==> src/mbos_pkg.sv <==
package mbos_pkg;
  localparam int PC_W = 11;
  localparam int DATA_W = 8;
  localparam int RADDR_W = 7;
  localparam int FIDX_W = 4;
  localparam int STACK_DEPTH = 8;
  localparam int SP_W = 4;
  localparam logic [FIDX_W-1:0] FPAGE_FIRST = 4'h5;
  localparam logic [FIDX_W-1:0] FPAGE_LAST = 4'hf;
  localparam logic [PC_W-1:0] TRAP_VECTOR = 11'h001;
  localparam logic [PC_W-1:0] PC_RESET = 11'h000;
  localparam logic [DATA_W-1:0] WORK_RESET = 8'h00;
  localparam logic [SP_W-1:0] SP_RESET = 4'h0;
  // cycles per instruction, counted from acceptance
  localparam int TRAP_CYCLES = 3;
  localparam int CALL_CYCLES = 2;
  localparam int RETI_CYCLES = 2;

  typedef enum logic [2:0] {
    MBOS_OP_TRAP = 3'h0,
    MBOS_OP_OR_LIT = 3'h1,
    MBOS_OP_OR_REG = 3'h2,
    MBOS_OP_LOAD_FPAGE = 3'h3,
    MBOS_OP_READ_FPAGE = 3'h4,
    MBOS_OP_LONG_JUMP = 3'h5,
    MBOS_OP_LONG_CALL = 3'h6,
    MBOS_OP_RETURN_IRQ = 3'h7
  } mbos_op_t;

  typedef enum logic [4:0] {
    MBOS_ST_IDLE = 5'b00001,
    MBOS_ST_TRAP2 = 5'b00010,
    MBOS_ST_TRAP3 = 5'b00100,
    MBOS_ST_CALL2 = 5'b01000,
    MBOS_ST_RETI2 = 5'b10000
  } mbos_state_t;
endpackage

==> src/mbos_exec.sv <==
`timescale 1ns/1ps
// Contract
// RULE_01: trap pushes next address, jumps to 0x001, occupies three cycles.
// RULE_02: OR literal into work register, update zero flag, one cycle.
// RULE_03: OR work with register 0..127; dest bit picks work or register; zero flag.
// RULE_04: copy work register into F-page register 5..15, flags untouched, one cycle.
// RULE_05: copy F-page register 5..15 into work register, source and flags kept.
// RULE_06: long jump loads full 11-bit PC from opcode, stack untouched.
// RULE_07: long call pushes next address, bumps pointer, loads target, two cycles.
// RULE_08: return from irq pops PC, decrements pointer, sets irq enable, two cycles.
// RULE_09: zero flag set exactly when 8-bit result is zero, any destination.
// RULE_10: non-branching one-cycle instructions advance PC by exactly one.
module mbos_exec
  import mbos_pkg::*;
(
  input wire logic core_clk,
  input wire logic rst,
  input wire logic instrValid,
  input wire mbos_op_t instrOp,
  input wire logic [DATA_W-1:0] instrLiteral,
  input wire logic [PC_W-1:0] instrTarget,
  input wire logic [RADDR_W-1:0] instrRegAddr,
  input wire logic [FIDX_W-1:0] instrFpageIdx,
  input wire logic instrDest,
  input wire logic [DATA_W-1:0] regRdData,
  output logic instrReady,
  output logic [PC_W-1:0] pc_q,
  output logic [DATA_W-1:0] work_q,
  output logic zero_q,
  output logic gie_q,
  output logic [SP_W-1:0] sp_q,
  output logic regWrEn_q,
  output logic [RADDR_W-1:0] regWrAddr_q,
  output logic [DATA_W-1:0] regWrData_q
);
  mbos_state_t state_q;
  mbos_state_t state_d;
  logic [PC_W-1:0] stack_q [STACK_DEPTH];
  logic [DATA_W-1:0] fpage_q [16];

  wire logic take = instrValid && instrReady;
  wire logic isTrap = take && instrOp == MBOS_OP_TRAP;
  wire logic isOrLit = take && instrOp == MBOS_OP_OR_LIT;
  wire logic isOrReg = take && instrOp == MBOS_OP_OR_REG;
  wire logic isLoadF = take && instrOp == MBOS_OP_LOAD_FPAGE;
  wire logic isReadF = take && instrOp == MBOS_OP_READ_FPAGE;
  wire logic isJump = take && instrOp == MBOS_OP_LONG_JUMP;
  wire logic isCall = take && instrOp == MBOS_OP_LONG_CALL;
  wire logic isReti = take && instrOp == MBOS_OP_RETURN_IRQ;
  wire logic fpageOk = instrFpageIdx >= FPAGE_FIRST && instrFpageIdx <= FPAGE_LAST;
  wire logic push = isTrap || isCall;
  wire logic [PC_W-1:0] pcNext = pc_q + 11'h001;
  wire logic [SP_W-1:0] spTop = sp_q - 4'h1;
  wire logic [DATA_W-1:0] orLitRes = work_q | instrLiteral; // [RULE_02]
  wire logic [DATA_W-1:0] orRegRes = work_q | regRdData; // [RULE_03]
  wire logic [DATA_W-1:0] orRes = isOrLit ? orLitRes : orRegRes;
  wire logic orToWork = isOrLit || (isOrReg && !instrDest); // [RULE_03]
  wire logic orToReg = isOrReg && instrDest; // [RULE_03]

  // busy states refuse offers outright; nothing is queued, the fetch side re-offers
  assign instrReady = state_q == MBOS_ST_IDLE;

  always_comb begin
    state_d = state_q;
    case (state_q)
      MBOS_ST_IDLE: begin
        if (isTrap) begin
          state_d = MBOS_ST_TRAP2; // [RULE_01]
        end else if (isCall) begin
          state_d = MBOS_ST_CALL2; // [RULE_07]
        end else if (isReti) begin
          state_d = MBOS_ST_RETI2; // [RULE_08]
        end
      end
      MBOS_ST_TRAP2: state_d = MBOS_ST_TRAP3;
      MBOS_ST_TRAP3: state_d = MBOS_ST_IDLE;
      MBOS_ST_CALL2: state_d = MBOS_ST_IDLE;
      MBOS_ST_RETI2: state_d = MBOS_ST_IDLE;
      default: state_d = MBOS_ST_IDLE;
    endcase
  end

  always_ff @(posedge core_clk) begin
    if (rst) begin
      state_q <= MBOS_ST_IDLE;
    end else begin
      state_q <= state_d;
    end
  end

  always_ff @(posedge core_clk) begin
    if (rst) begin
      pc_q <= PC_RESET;
    end else if (isTrap) begin
      pc_q <= TRAP_VECTOR; // [RULE_01]
    end else if (isJump || isCall) begin
      pc_q <= instrTarget; // [RULE_06] [RULE_07]
    end else if (isReti) begin
      pc_q <= stack_q[spTop[2:0]]; // [RULE_08]
    end else if (take) begin
      pc_q <= pcNext; // [RULE_10]
    end
  end

  // overflow wraps silently; depth limits are policed outside this block
  always_ff @(posedge core_clk) begin
    if (rst) begin
      sp_q <= SP_RESET;
    end else if (push) begin
      sp_q <= sp_q + 4'h1; // [RULE_07]
    end else if (isReti) begin
      sp_q <= spTop; // [RULE_08]
    end
  end

  // no reset on the stack: entries only mean something below sp_q
  always_ff @(posedge core_clk) begin
    if (push) begin
      stack_q[sp_q[2:0]] <= pcNext; // [RULE_01] [RULE_07]
    end
  end

  always_ff @(posedge core_clk) begin
    if (rst) begin
      gie_q <= 1'b0;
    end else if (isReti) begin
      gie_q <= 1'b1; // [RULE_08]
    end
  end

  always_ff @(posedge core_clk) begin
    if (rst) begin
      work_q <= WORK_RESET;
    end else if (orToWork) begin
      work_q <= orRes;
    end else if (isReadF && fpageOk) begin
      work_q <= fpage_q[instrFpageIdx]; // [RULE_05]
    end
  end

  always_ff @(posedge core_clk) begin
    if (rst) begin
      zero_q <= 1'b0;
    end else if (isOrLit || isOrReg) begin
      zero_q <= orRes == 8'h00; // [RULE_09]
    end
  end

  // out-of-range indices are dropped rather than aliased onto low registers
  always_ff @(posedge core_clk) begin
    if (isLoadF && fpageOk) begin
      fpage_q[instrFpageIdx] <= work_q; // [RULE_04]
    end
  end

  always_ff @(posedge core_clk) begin
    if (rst) begin
      regWrEn_q <= 1'b0;
      regWrAddr_q <= 7'h00;
      regWrData_q <= 8'h00;
    end else begin
      regWrEn_q <= orToReg; // [RULE_03]
      regWrAddr_q <= instrRegAddr;
      regWrData_q <= orRes;
    end
  end
endmodule // mbos_exec

==> config.mk <==
export PLATFORM = sky130hd
export DESIGN_NAME = mbos_exec
export DESIGN_NICKNAME = d
export VERILOG_FILES = /design/src/mbos_pkg.sv /design/src/mbos_exec.sv
export SDC_FILE = /design/constraint.sdc
export NUM_CORES = 1
export LEC_CHECK = 0
export ABC_CLOCK_PERIOD_IN_PS = 3530
export BUFFER_PORTS_ARGS = -buffer_cell sky130_fd_sc_hd__buf_2
export CORE_ASPECT_RATIO = 0.7
export CORE_MARGIN = 4
export CORE_UTILIZATION = 62
export CTS_BUF_LIST = sky130_fd_sc_hd__clkbuf_8
export DETAILED_ROUTE_END_ITERATION = 16
export HOLD_SLACK_MARGIN = 0.08
export PLACE_DENSITY_LB_ADDON = 0.3
export SETUP_SLACK_MARGIN = 0.02
export SYNTH_ARGS = -nofsm -noshare
export SYNTH_HDL_FRONTEND = slang
export SYNTH_SLANG_ARGS = --single-unit
==> constraint.sdc <==
create_clock -name core_clk -period 3.53 [get_ports core_clk]
set_input_delay 0.353 -clock core_clk [delete_from_list [all_inputs] [get_ports core_clk]]
set_output_delay 0.353 -clock core_clk [all_outputs]
set_load 0.01 [all_outputs]
==> reports/qor.csv, run 1 <==
stage;metric;value;unit
drt;WL per Instance;22.3;µm
sta;Hold Vio Cnt, Final;0;
cts;clock buffer count from CTS;39;
floorplanning;row count;39;
drt;Vias;6211;
floorplanning;initial core utilization;63.9;%
sta;Tmin final;2.81;ns
sta;RSZ-0062 raised after global routing;no;
setup_path;crit path DAT;3.04;ns
place;IO buf count;86;
sta;f_max;355;MHz
cells_and_area;Antenna Cells;0;
sta;Worst-Margin Slew;1.11;ns
global_route;antenna violations before repair;0;
cts;post-cts resize count;0;
cts;CTS tree;yes;
floorplanning;Ports;87;
global_route;overall routing resource usage;25.0;%
drt;vias per cell;6.00;
yosys;yosys warns;0;
sta;Final period util;79.7;%
place;placer congestion estimate;0.905;
sta;Final Max Slew Viols;0;
cts;clock root cell;clkbuf_8;
floorplanning;DIE AREA;0.0192;mm²
pwr;VDD IR max;0.000305;V
yosys;sequential area share after synthesis;70.3;%
cts;clock-pin transition on the worst setup and hold timing paths;0.07;ns
setup_path;CP endpoint kind;flop;
cts;Max clock buf depth;3;
yosys;syn_area_per_cell;17.1;µm²
setup_path;r2r startpoint;state_q[4];
setup_path;Crit Path Class;reg2reg;
cells_and_area;most common cell after layout, fill and taps aside;edfxtp_1;
sta;skew final;0.0133;ns
sta;worst setup slack after layout;0.716;ns
drt;drt total wl;23100;µm
cells_and_area;fraction of layout cells with a size suffix above 1;29.0;%
cells_and_area;Layout area overhead;16.3;%
setup_path;required time of the critical path;3.75;ns
drt;DRT iter0 DRCs;715;
yosys;#FFs+latches synth;262;
yosys;EDFF count, synth;216;
cts;Post CTS Setup Buffer Count;0;
global_route;largest net degree at the start of global routing;39;
pwr;power after layout;0.00644;W
place;post-detail-place hpwl;15600;µm
drt;DRT antenna net count;0;
yosys;count of different cell masters after synthesis;52;
worst_hold_path;Hold Startpoint;instrTarget[10];
worst_hold_path;Hold Path Class;in2reg;
place;dpl ws;0.735;ns
global_route;first-pass GRT wire length;35900;µm
global_route;vias in the first global route;6343;
cts;hold buffer count at CTS;7;
cts;H-tree Lvls;2;
sta;Slew headroom;25.3;%
setup_path;Critical Path Start;state_q[4];
yosys;Synth Cell Area;0.0105;mm²
pwr;LEAKAGE;4.47;nW
cells_and_area;commonest non-fill, non-tap cells in the layout;edfxtp_1, buf_2, mux4_2;
setup_path;crit start category;flop;
floorplanning;core area;0.0165;mm²
yosys;Mapped Cells;615;
status;status;complete, no violations;
cts;Sink Count;262;
drt;DR pass1 iterations;5;
global_route;gr ovfl total;0;
cts;clock latency on the worst-skew pair;0.51;ns
yosys;ys async rst share;0;%
drt;# DRC;0;
sta;final setup TNS;0;ns
cells_and_area;layout net count;829;
floorplanning;Horiz. Die Dim;164;µm
pwr;pwr/cell area;526;mW/mm²
yosys;dominant register cell in the synthesized netlist;edfxtp_1;
setup_path;Max FO, Critical Path;11;
run;max_cap viols;0;
floorplanning;Die Ht;117;µm
sta;setup violators final;0;
## kinds of logic after synthesis
| kind of cell | synth area share, % |
|---|---|
| buf+inv | 2.09 |
| compound gates | 4.08 |
| xor+xnor | 1.33 |
| fa+ha+maj | 0.356 |
| other cells | 0.0356 |
| flops | 70.3 |
| mux | 13.7 |
| simple gates | 8.13 |
## layout make-up
cell class / instances / area [µm²]
tap: 225 / 282
clock buffer: 47 / 647
fill: 1017 / 4250
clock inverter: 23 / 120
timing repair buffer: 118 / 688
multi-input combinational: 346 / 3050
inverter: 14 / 52.6
sequential: 262 / 7410
## synth_stat cells (2+ instances only)
cell | number | area, µm²
a211oi_1 | 2 | 15.0
a21oi_1 | 7 | 35.0
a311oi_1 | 10 | 87.6
a41o_1 | 5 | 50.1
and2_1 | 5 | 31.3
and4_1 | 2 | 17.5
and4b_1 | 2 | 20.0
buf_1 | 3 | 11.3
buf_2 | 8 | 40.0
buf_4 | 4 | 30.0
buf_6 | 3 | 33.8
clkbuf_1 | 14 | 52.6
dfxtp_1 | 46 | 921
edfxtp_1 | 216 | 6490
ha_1 | 3 | 37.5
inv_1 | 13 | 48.8
mux2i_1 | 3 | 30.0
mux4_2 | 62 | 1400
nand2_1 | 49 | 184
nand2b_1 | 7 | 43.8
nand3_1 | 16 | 80.1
nand3b_1 | 3 | 22.5
nand4_1 | 3 | 18.8
nor2_1 | 45 | 169
nor2b_1 | 11 | 68.8
nor3_1 | 11 | 55.1
nor3b_1 | 3 | 22.5
nor4_4 | 3 | 63.8
o211ai_1 | 10 | 75.1
o21ai_0 | 3 | 15.0
o221ai_1 | 8 | 70.1
xnor2_1 | 10 | 87.6
xor2_1 | 6 | 52.6
## sequential cells by signal, indices dropped and copies added, names as in the netlist
register / flops
regWrEn_q: 1
work_q: 8
fpage_q: 128
sp_q: 4
gie_q: 1
state_q: 5
pc_q: 11
zero_q: 1
stack_q: 88
regWrAddr_q: 7
regWrData_q: 8
## worst max-delay path, stage by stage, from the launching register on
cell and delay [ns]:
dfxtp_1 0.31, or3_1 0.60, nor3_1 0.49, nand3b_1 0.22
nor3_1 0.63, buf_4 0.28
## metrics by stage
| stage | cell area (µm²) | instances | utilization, % | hold slack [ns] |
|---|---|---|---|---|
| after floorplan | 10700 | 654 | - | 0.481 |
| final | 12200 | 1035 | 74.3 | 0.106 |
| after CTS | 12200 | 1035 | 74.3 | 0.0900 |
| after global placement | 11400 | 958 | 69.2 | 0.448 |
| after detailed placement | 11400 | 958 | 69.2 | 0.479 |
| after global routing | 12200 | 1035 | 74.3 | 0.102 |
## layer usage
metal	global-route usage, %	up-vias	wire length (µm)
met4	6.87	0	368
li1	-	2730	-
met3	6.27	40	2410
met2	36.9	332	10400
met1	38.2	3109	9920
met5	0	-	0
## power breakdown
| part | internal [W] | switching (W) |
|---|---|---|
| Clock | 0.00128 | 0.00110 |
| Combinational | 0.000237 | 0.000320 |
| Sequential | 0.00344 | 0.0000592 |
| Total | 0.00496 | 0.00148 |
## worst paths after layout
check	to	slack (ns)	cells past startpoint
hold / removal	pc_q[10]	0.11	3
hold reg to reg	gie_q	0.49	2
setup reg to reg	fpage_q[8][2]	0.72	5
setup / recovery	fpage_q[8][2]	0.72	5
Power figures use the tool's default switching activity.
==> run 2: changes to the inputs <==
--- a/config.mk
+++ b/config.mk
@@ -5,11 +5,11 @@
 export SDC_FILE = /design/constraint.sdc
 export NUM_CORES = 1
 export LEC_CHECK = 0
-export ABC_CLOCK_PERIOD_IN_PS = 3530
+export ABC_CLOCK_PERIOD_IN_PS = 2300
 export BUFFER_PORTS_ARGS = -buffer_cell sky130_fd_sc_hd__buf_2
 export CORE_ASPECT_RATIO = 0.7
 export CORE_MARGIN = 4
-export CORE_UTILIZATION = 62
+export CORE_UTILIZATION = 56
 export CTS_BUF_LIST = sky130_fd_sc_hd__clkbuf_8
 export DETAILED_ROUTE_END_ITERATION = 16
 export HOLD_SLACK_MARGIN = 0.08
==> constraint.sdc (replaced) <==
create_clock -name core_clk -period 2.3 [get_ports core_clk]
set_input_delay 0.23 -clock core_clk [delete_from_list [all_inputs] [get_ports core_clk]]
set_output_delay 0.23 -clock core_clk [all_outputs]
set_load 0.01 [all_outputs]
==> run 2 against run 1 <==
- flip-flop and latch count did not move
- sequential power increased by 53%
- via count is 6.2% higher
- routed wire length rose by 4.8%
- non-clock buffer count is 73 higher
- global-route usage is 1.3 points lower
- total power up 55%
- core utilization shrank 3.4 points
- clock power grew 53%
- critical endpoint is now fpage_q[10][2]
- largest power group unchanged
- highest routed layer is now met5
==> reports/qor.csv, run 2 (same netlist as run 1, synthesis figures left out) <==
stage;metric;value;unit;change
sta;Final Max Slew Viols;0;;unchanged
cells_and_area;most common cell after layout, fill and taps aside;edfxtp_1;;unchanged
cts;H-tree Lvls;2;;unchanged
cells_and_area;multi-input logic area;0.00309;mm²;was 0.00305 mm²
global_route;antenna violations before repair;1;;was 0
pwr;Cell Int Power;0.00767;W;was 0.00496 W
floorplanning;Die Ht;123;µm;was 117 µm
setup_path;crit path DAT;2.44;ns;was 3.04 ns
drt;Vias;6597;;was 6211
sta;RSZ-0062 raised after global routing;no;;unchanged
setup_path;Max FO, Critical Path;7;;was 11
cells_and_area;Layout area overhead;22.8;%;was 16.3%
setup_path;crit start category;flop;;unchanged
drt;DRT antenna net count;0;;unchanged
sta;Final period util;96.4;%;was 79.7%
place;post-detail-place hpwl;16700;µm;was 15600 µm
drt;DRT iter0 DRCs;718;;was 715
drt;vias per cell;5.90;;was 6.00
setup_path;R2R setup slack;0.08;ns;was 0.72 ns
cells_and_area;Largest register FFs;128;;unchanged
sta;Tmin final;2.22;ns;was 2.81 ns
run;max_cap viols;0;;unchanged
floorplanning;DIE AREA;0.0211;mm²;was 0.0192 mm²
drt;drt total wl;24200;µm;was 23100 µm
sta;Slew headroom;57.0;%;was 25.3%
pwr;power after layout;0.0100;W;was 0.00644 W
pwr;Sw Share;23.3;%;was 23.0%
cts;clock root cell;clkbuf_8;;unchanged
setup_path;Crit Path Class;reg2reg;;unchanged
floorplanning;initial core utilization;57.7;%;was 63.9%
cells_and_area;layout net count;902;;was 829
sta;final setup TNS;0;ns;unchanged
sta;setup violators final;0;;unchanged
cells_and_area;Largest Register;fpage_q;;unchanged
setup_path;RR Endpoint;fpage_q[10][2];;was fpage_q[8][2]
cells_and_area;post-route insts no fill;1118;;was 1035
drt;DR pass1 iterations;7;;was 5
setup_path;r2r startpoint;state_q[4];;unchanged
sta;Worst-Margin Slew;0.644;ns;was 1.11 ns
cells_and_area;fraction of layout cells with a size suffix above 1;33.9;%;was 29.0%
cts;Max clock buf depth;3;;unchanged
cts;clock latency on the worst-skew pair;0.52;ns;was 0.51 ns
drt;WL per Instance;21.7;µm;was 22.3 µm
pwr;switching pwr;0.00233;W;was 0.00148 W
pwr;Gate power share;10.1;%;was 8.7%
cts;CTS tree;yes;;unchanged
pwr;pwr/cell area;773;mW/mm²;was 526 mW/mm²
global_route;first-pass GRT wire length;37600;µm;was 35900 µm
setup_path;required time of the critical path;2.53;ns;was 3.75 ns
cells_and_area;Antenna Cells;0;;unchanged
cells_and_area;Reg area;0.00741;mm²;unchanged
floorplanning;core area;0.0183;mm²;was 0.0165 mm²
worst_hold_path;WHS Endpoint;regWrData_q[5];;was pc_q[10]
worst_hold_path;hold path cells;4;;was 3
global_route;overall routing resource usage;23.7;%;was 25.0%
pwr;Clock Power Share;36.4;%;was 37.0%
global_route;vias in the first global route;6804;;was 6343
floorplanning;Horiz. Die Dim;172;µm;was 164 µm
setup_path;R2R depth;6;;was 5
sta;hold slack;0.108;ns;was 0.106 ns
setup_path;CP endpoint kind;flop;;unchanged
global_route;gr ovfl total;0;;unchanged
sta;f_max;451;MHz;was 355 MHz
floorplanning;Ports;87;;unchanged
pwr;LEAKAGE;4.86;nW;was 4.47 nW
place;placer congestion estimate;0.857;;was 0.905
place;placed cell count;1025;;was 958
cts;Post CTS Setup Buffer Count;0;;unchanged
floorplanning;row count;41;;was 39
drt;# DRC;0;;unchanged
cts;clock-pin transition on the worst setup and hold timing paths;0.06;ns;was 0.07 ns
cts;clock buffer count from CTS;39;;unchanged
cells_and_area;commonest non-fill, non-tap cells in the layout;edfxtp_1, buf_2, buf_4;;was edfxtp_1, buf_2, mux4_2
cells_and_area;# fillers;1175;;was 1017
global_route;largest net degree at the start of global routing;30;;was 39
worst_hold_path;Hold Startpoint;regRdData[5];;was instrTarget[10]
pwr;VDD IR max;0.000440;V;was 0.000305 V
status;status;complete, no violations;;unchanged
cts;Sink Count;262;;unchanged
worst_hold_path;Hold Path Class;in2reg;;unchanged
pwr;sequential fraction of design power;53.5;%;was 54.3%
sta;Hold Vio Cnt, Final;0;;unchanged
place;IO buf count;86;;unchanged
sta;skew final;0.0114;ns;was 0.0133 ns
-- run 2: cell types whose count changed in the layout (fill, tap and decap cells not counted), sizes merged --
| cell | delta |
|---|---|
| buf | +56 |
| dlygate4sd3 | +17 |
| clkinv | +2 |
| inv | -2 |
| clkbuf | -1 |
-- run 2: layout make-up --
| class | instances | area share [%] |
|---|---|---|
| flip-flops and latches | 262 | 57.3 |
| well taps | 236 | 2.28 |
| repair buffers | 191 | 10.3 |
| inverters | 14 | 0.406 |
| multi-input cells | 346 | 23.9 |
| clock buffers | 46 | 4.89 |
| clock inverters | 23 | 0.958 |
-- run 2: repair_timing --
item / in CTS / in global routing
setup endpoints to repair: 11 / 99
hold endpoints to repair: 25 / 0
pin swaps: 1 / 2
gates resized for setup: 3 / 3
hold buffers: 24 / 0
-- run 2: per-layer routing --
layer	track usage, %	share of wire, %	wire [µm]	up-vias
met1	35.7	42	10100	3291
met2	35.0	45	10900	379
li1	-	-	-	2873
met5	0	0.054	13	-
met4	6.68	2.0	486	2
met3	5.89	11	2750	52
-- run 2: worst max-delay path by stage --
stage	slack, ns	startpoint	depth (start not counted)	end
final	0.08	state_q[4]	6	fpage_q[10][2]
after floorplan	-0.008	state_q[4]	5	stack_q[1][0]
after global routing	0.03	state_q[4]	6	fpage_q[11][2]
after global placement	0.06	state_q[4]	6	pc_q[10]
after CTS	0.03	state_q[4]	5	stack_q[4][5]
after detailed placement	-0.07	state_q[4]	6	pc_q[6]
-- run 2: through the flow --
| stage | setup WS, ns | utilization, % | cell area [µm²] |
|---|---|---|---|
| after floorplan | -0.00751 | - | 10700 |
| after global placement | 0.0640 | 65.2 | 11900 |
| after detailed placement | -0.0654 | 65.2 | 11900 |
| after CTS | 0.0316 | 70.7 | 12900 |
| after global routing | 0.0334 | 70.8 | 12900 |
| final | 0.0834 | 70.8 | 12900 |
-- run 2: worst max-delay path, cell delays in order (launching register included) --
cell,delay [ns]
dfxtp_1,0.32
or3_1,0.52
nor3_2,0.26
buf_4,0.16
nand3b_1,0.18
nor2_1,0.26
buf_4,0.22
-- run 2: power groups by stage --
stage | sequential, W | combinational [W] | clock (W)
global route | 0.00536 | 0.00108 | 0.00395
detailed placement | 0.00545 | 0.000955 | 0
global placement | 0.00544 | 0.000926 | 0
floorplan | 0.00546 | 0.000570 | 0
CTS | 0.00535 | 0.000992 | 0.00370
finish | 0.00535 | 0.00101 | 0.00364
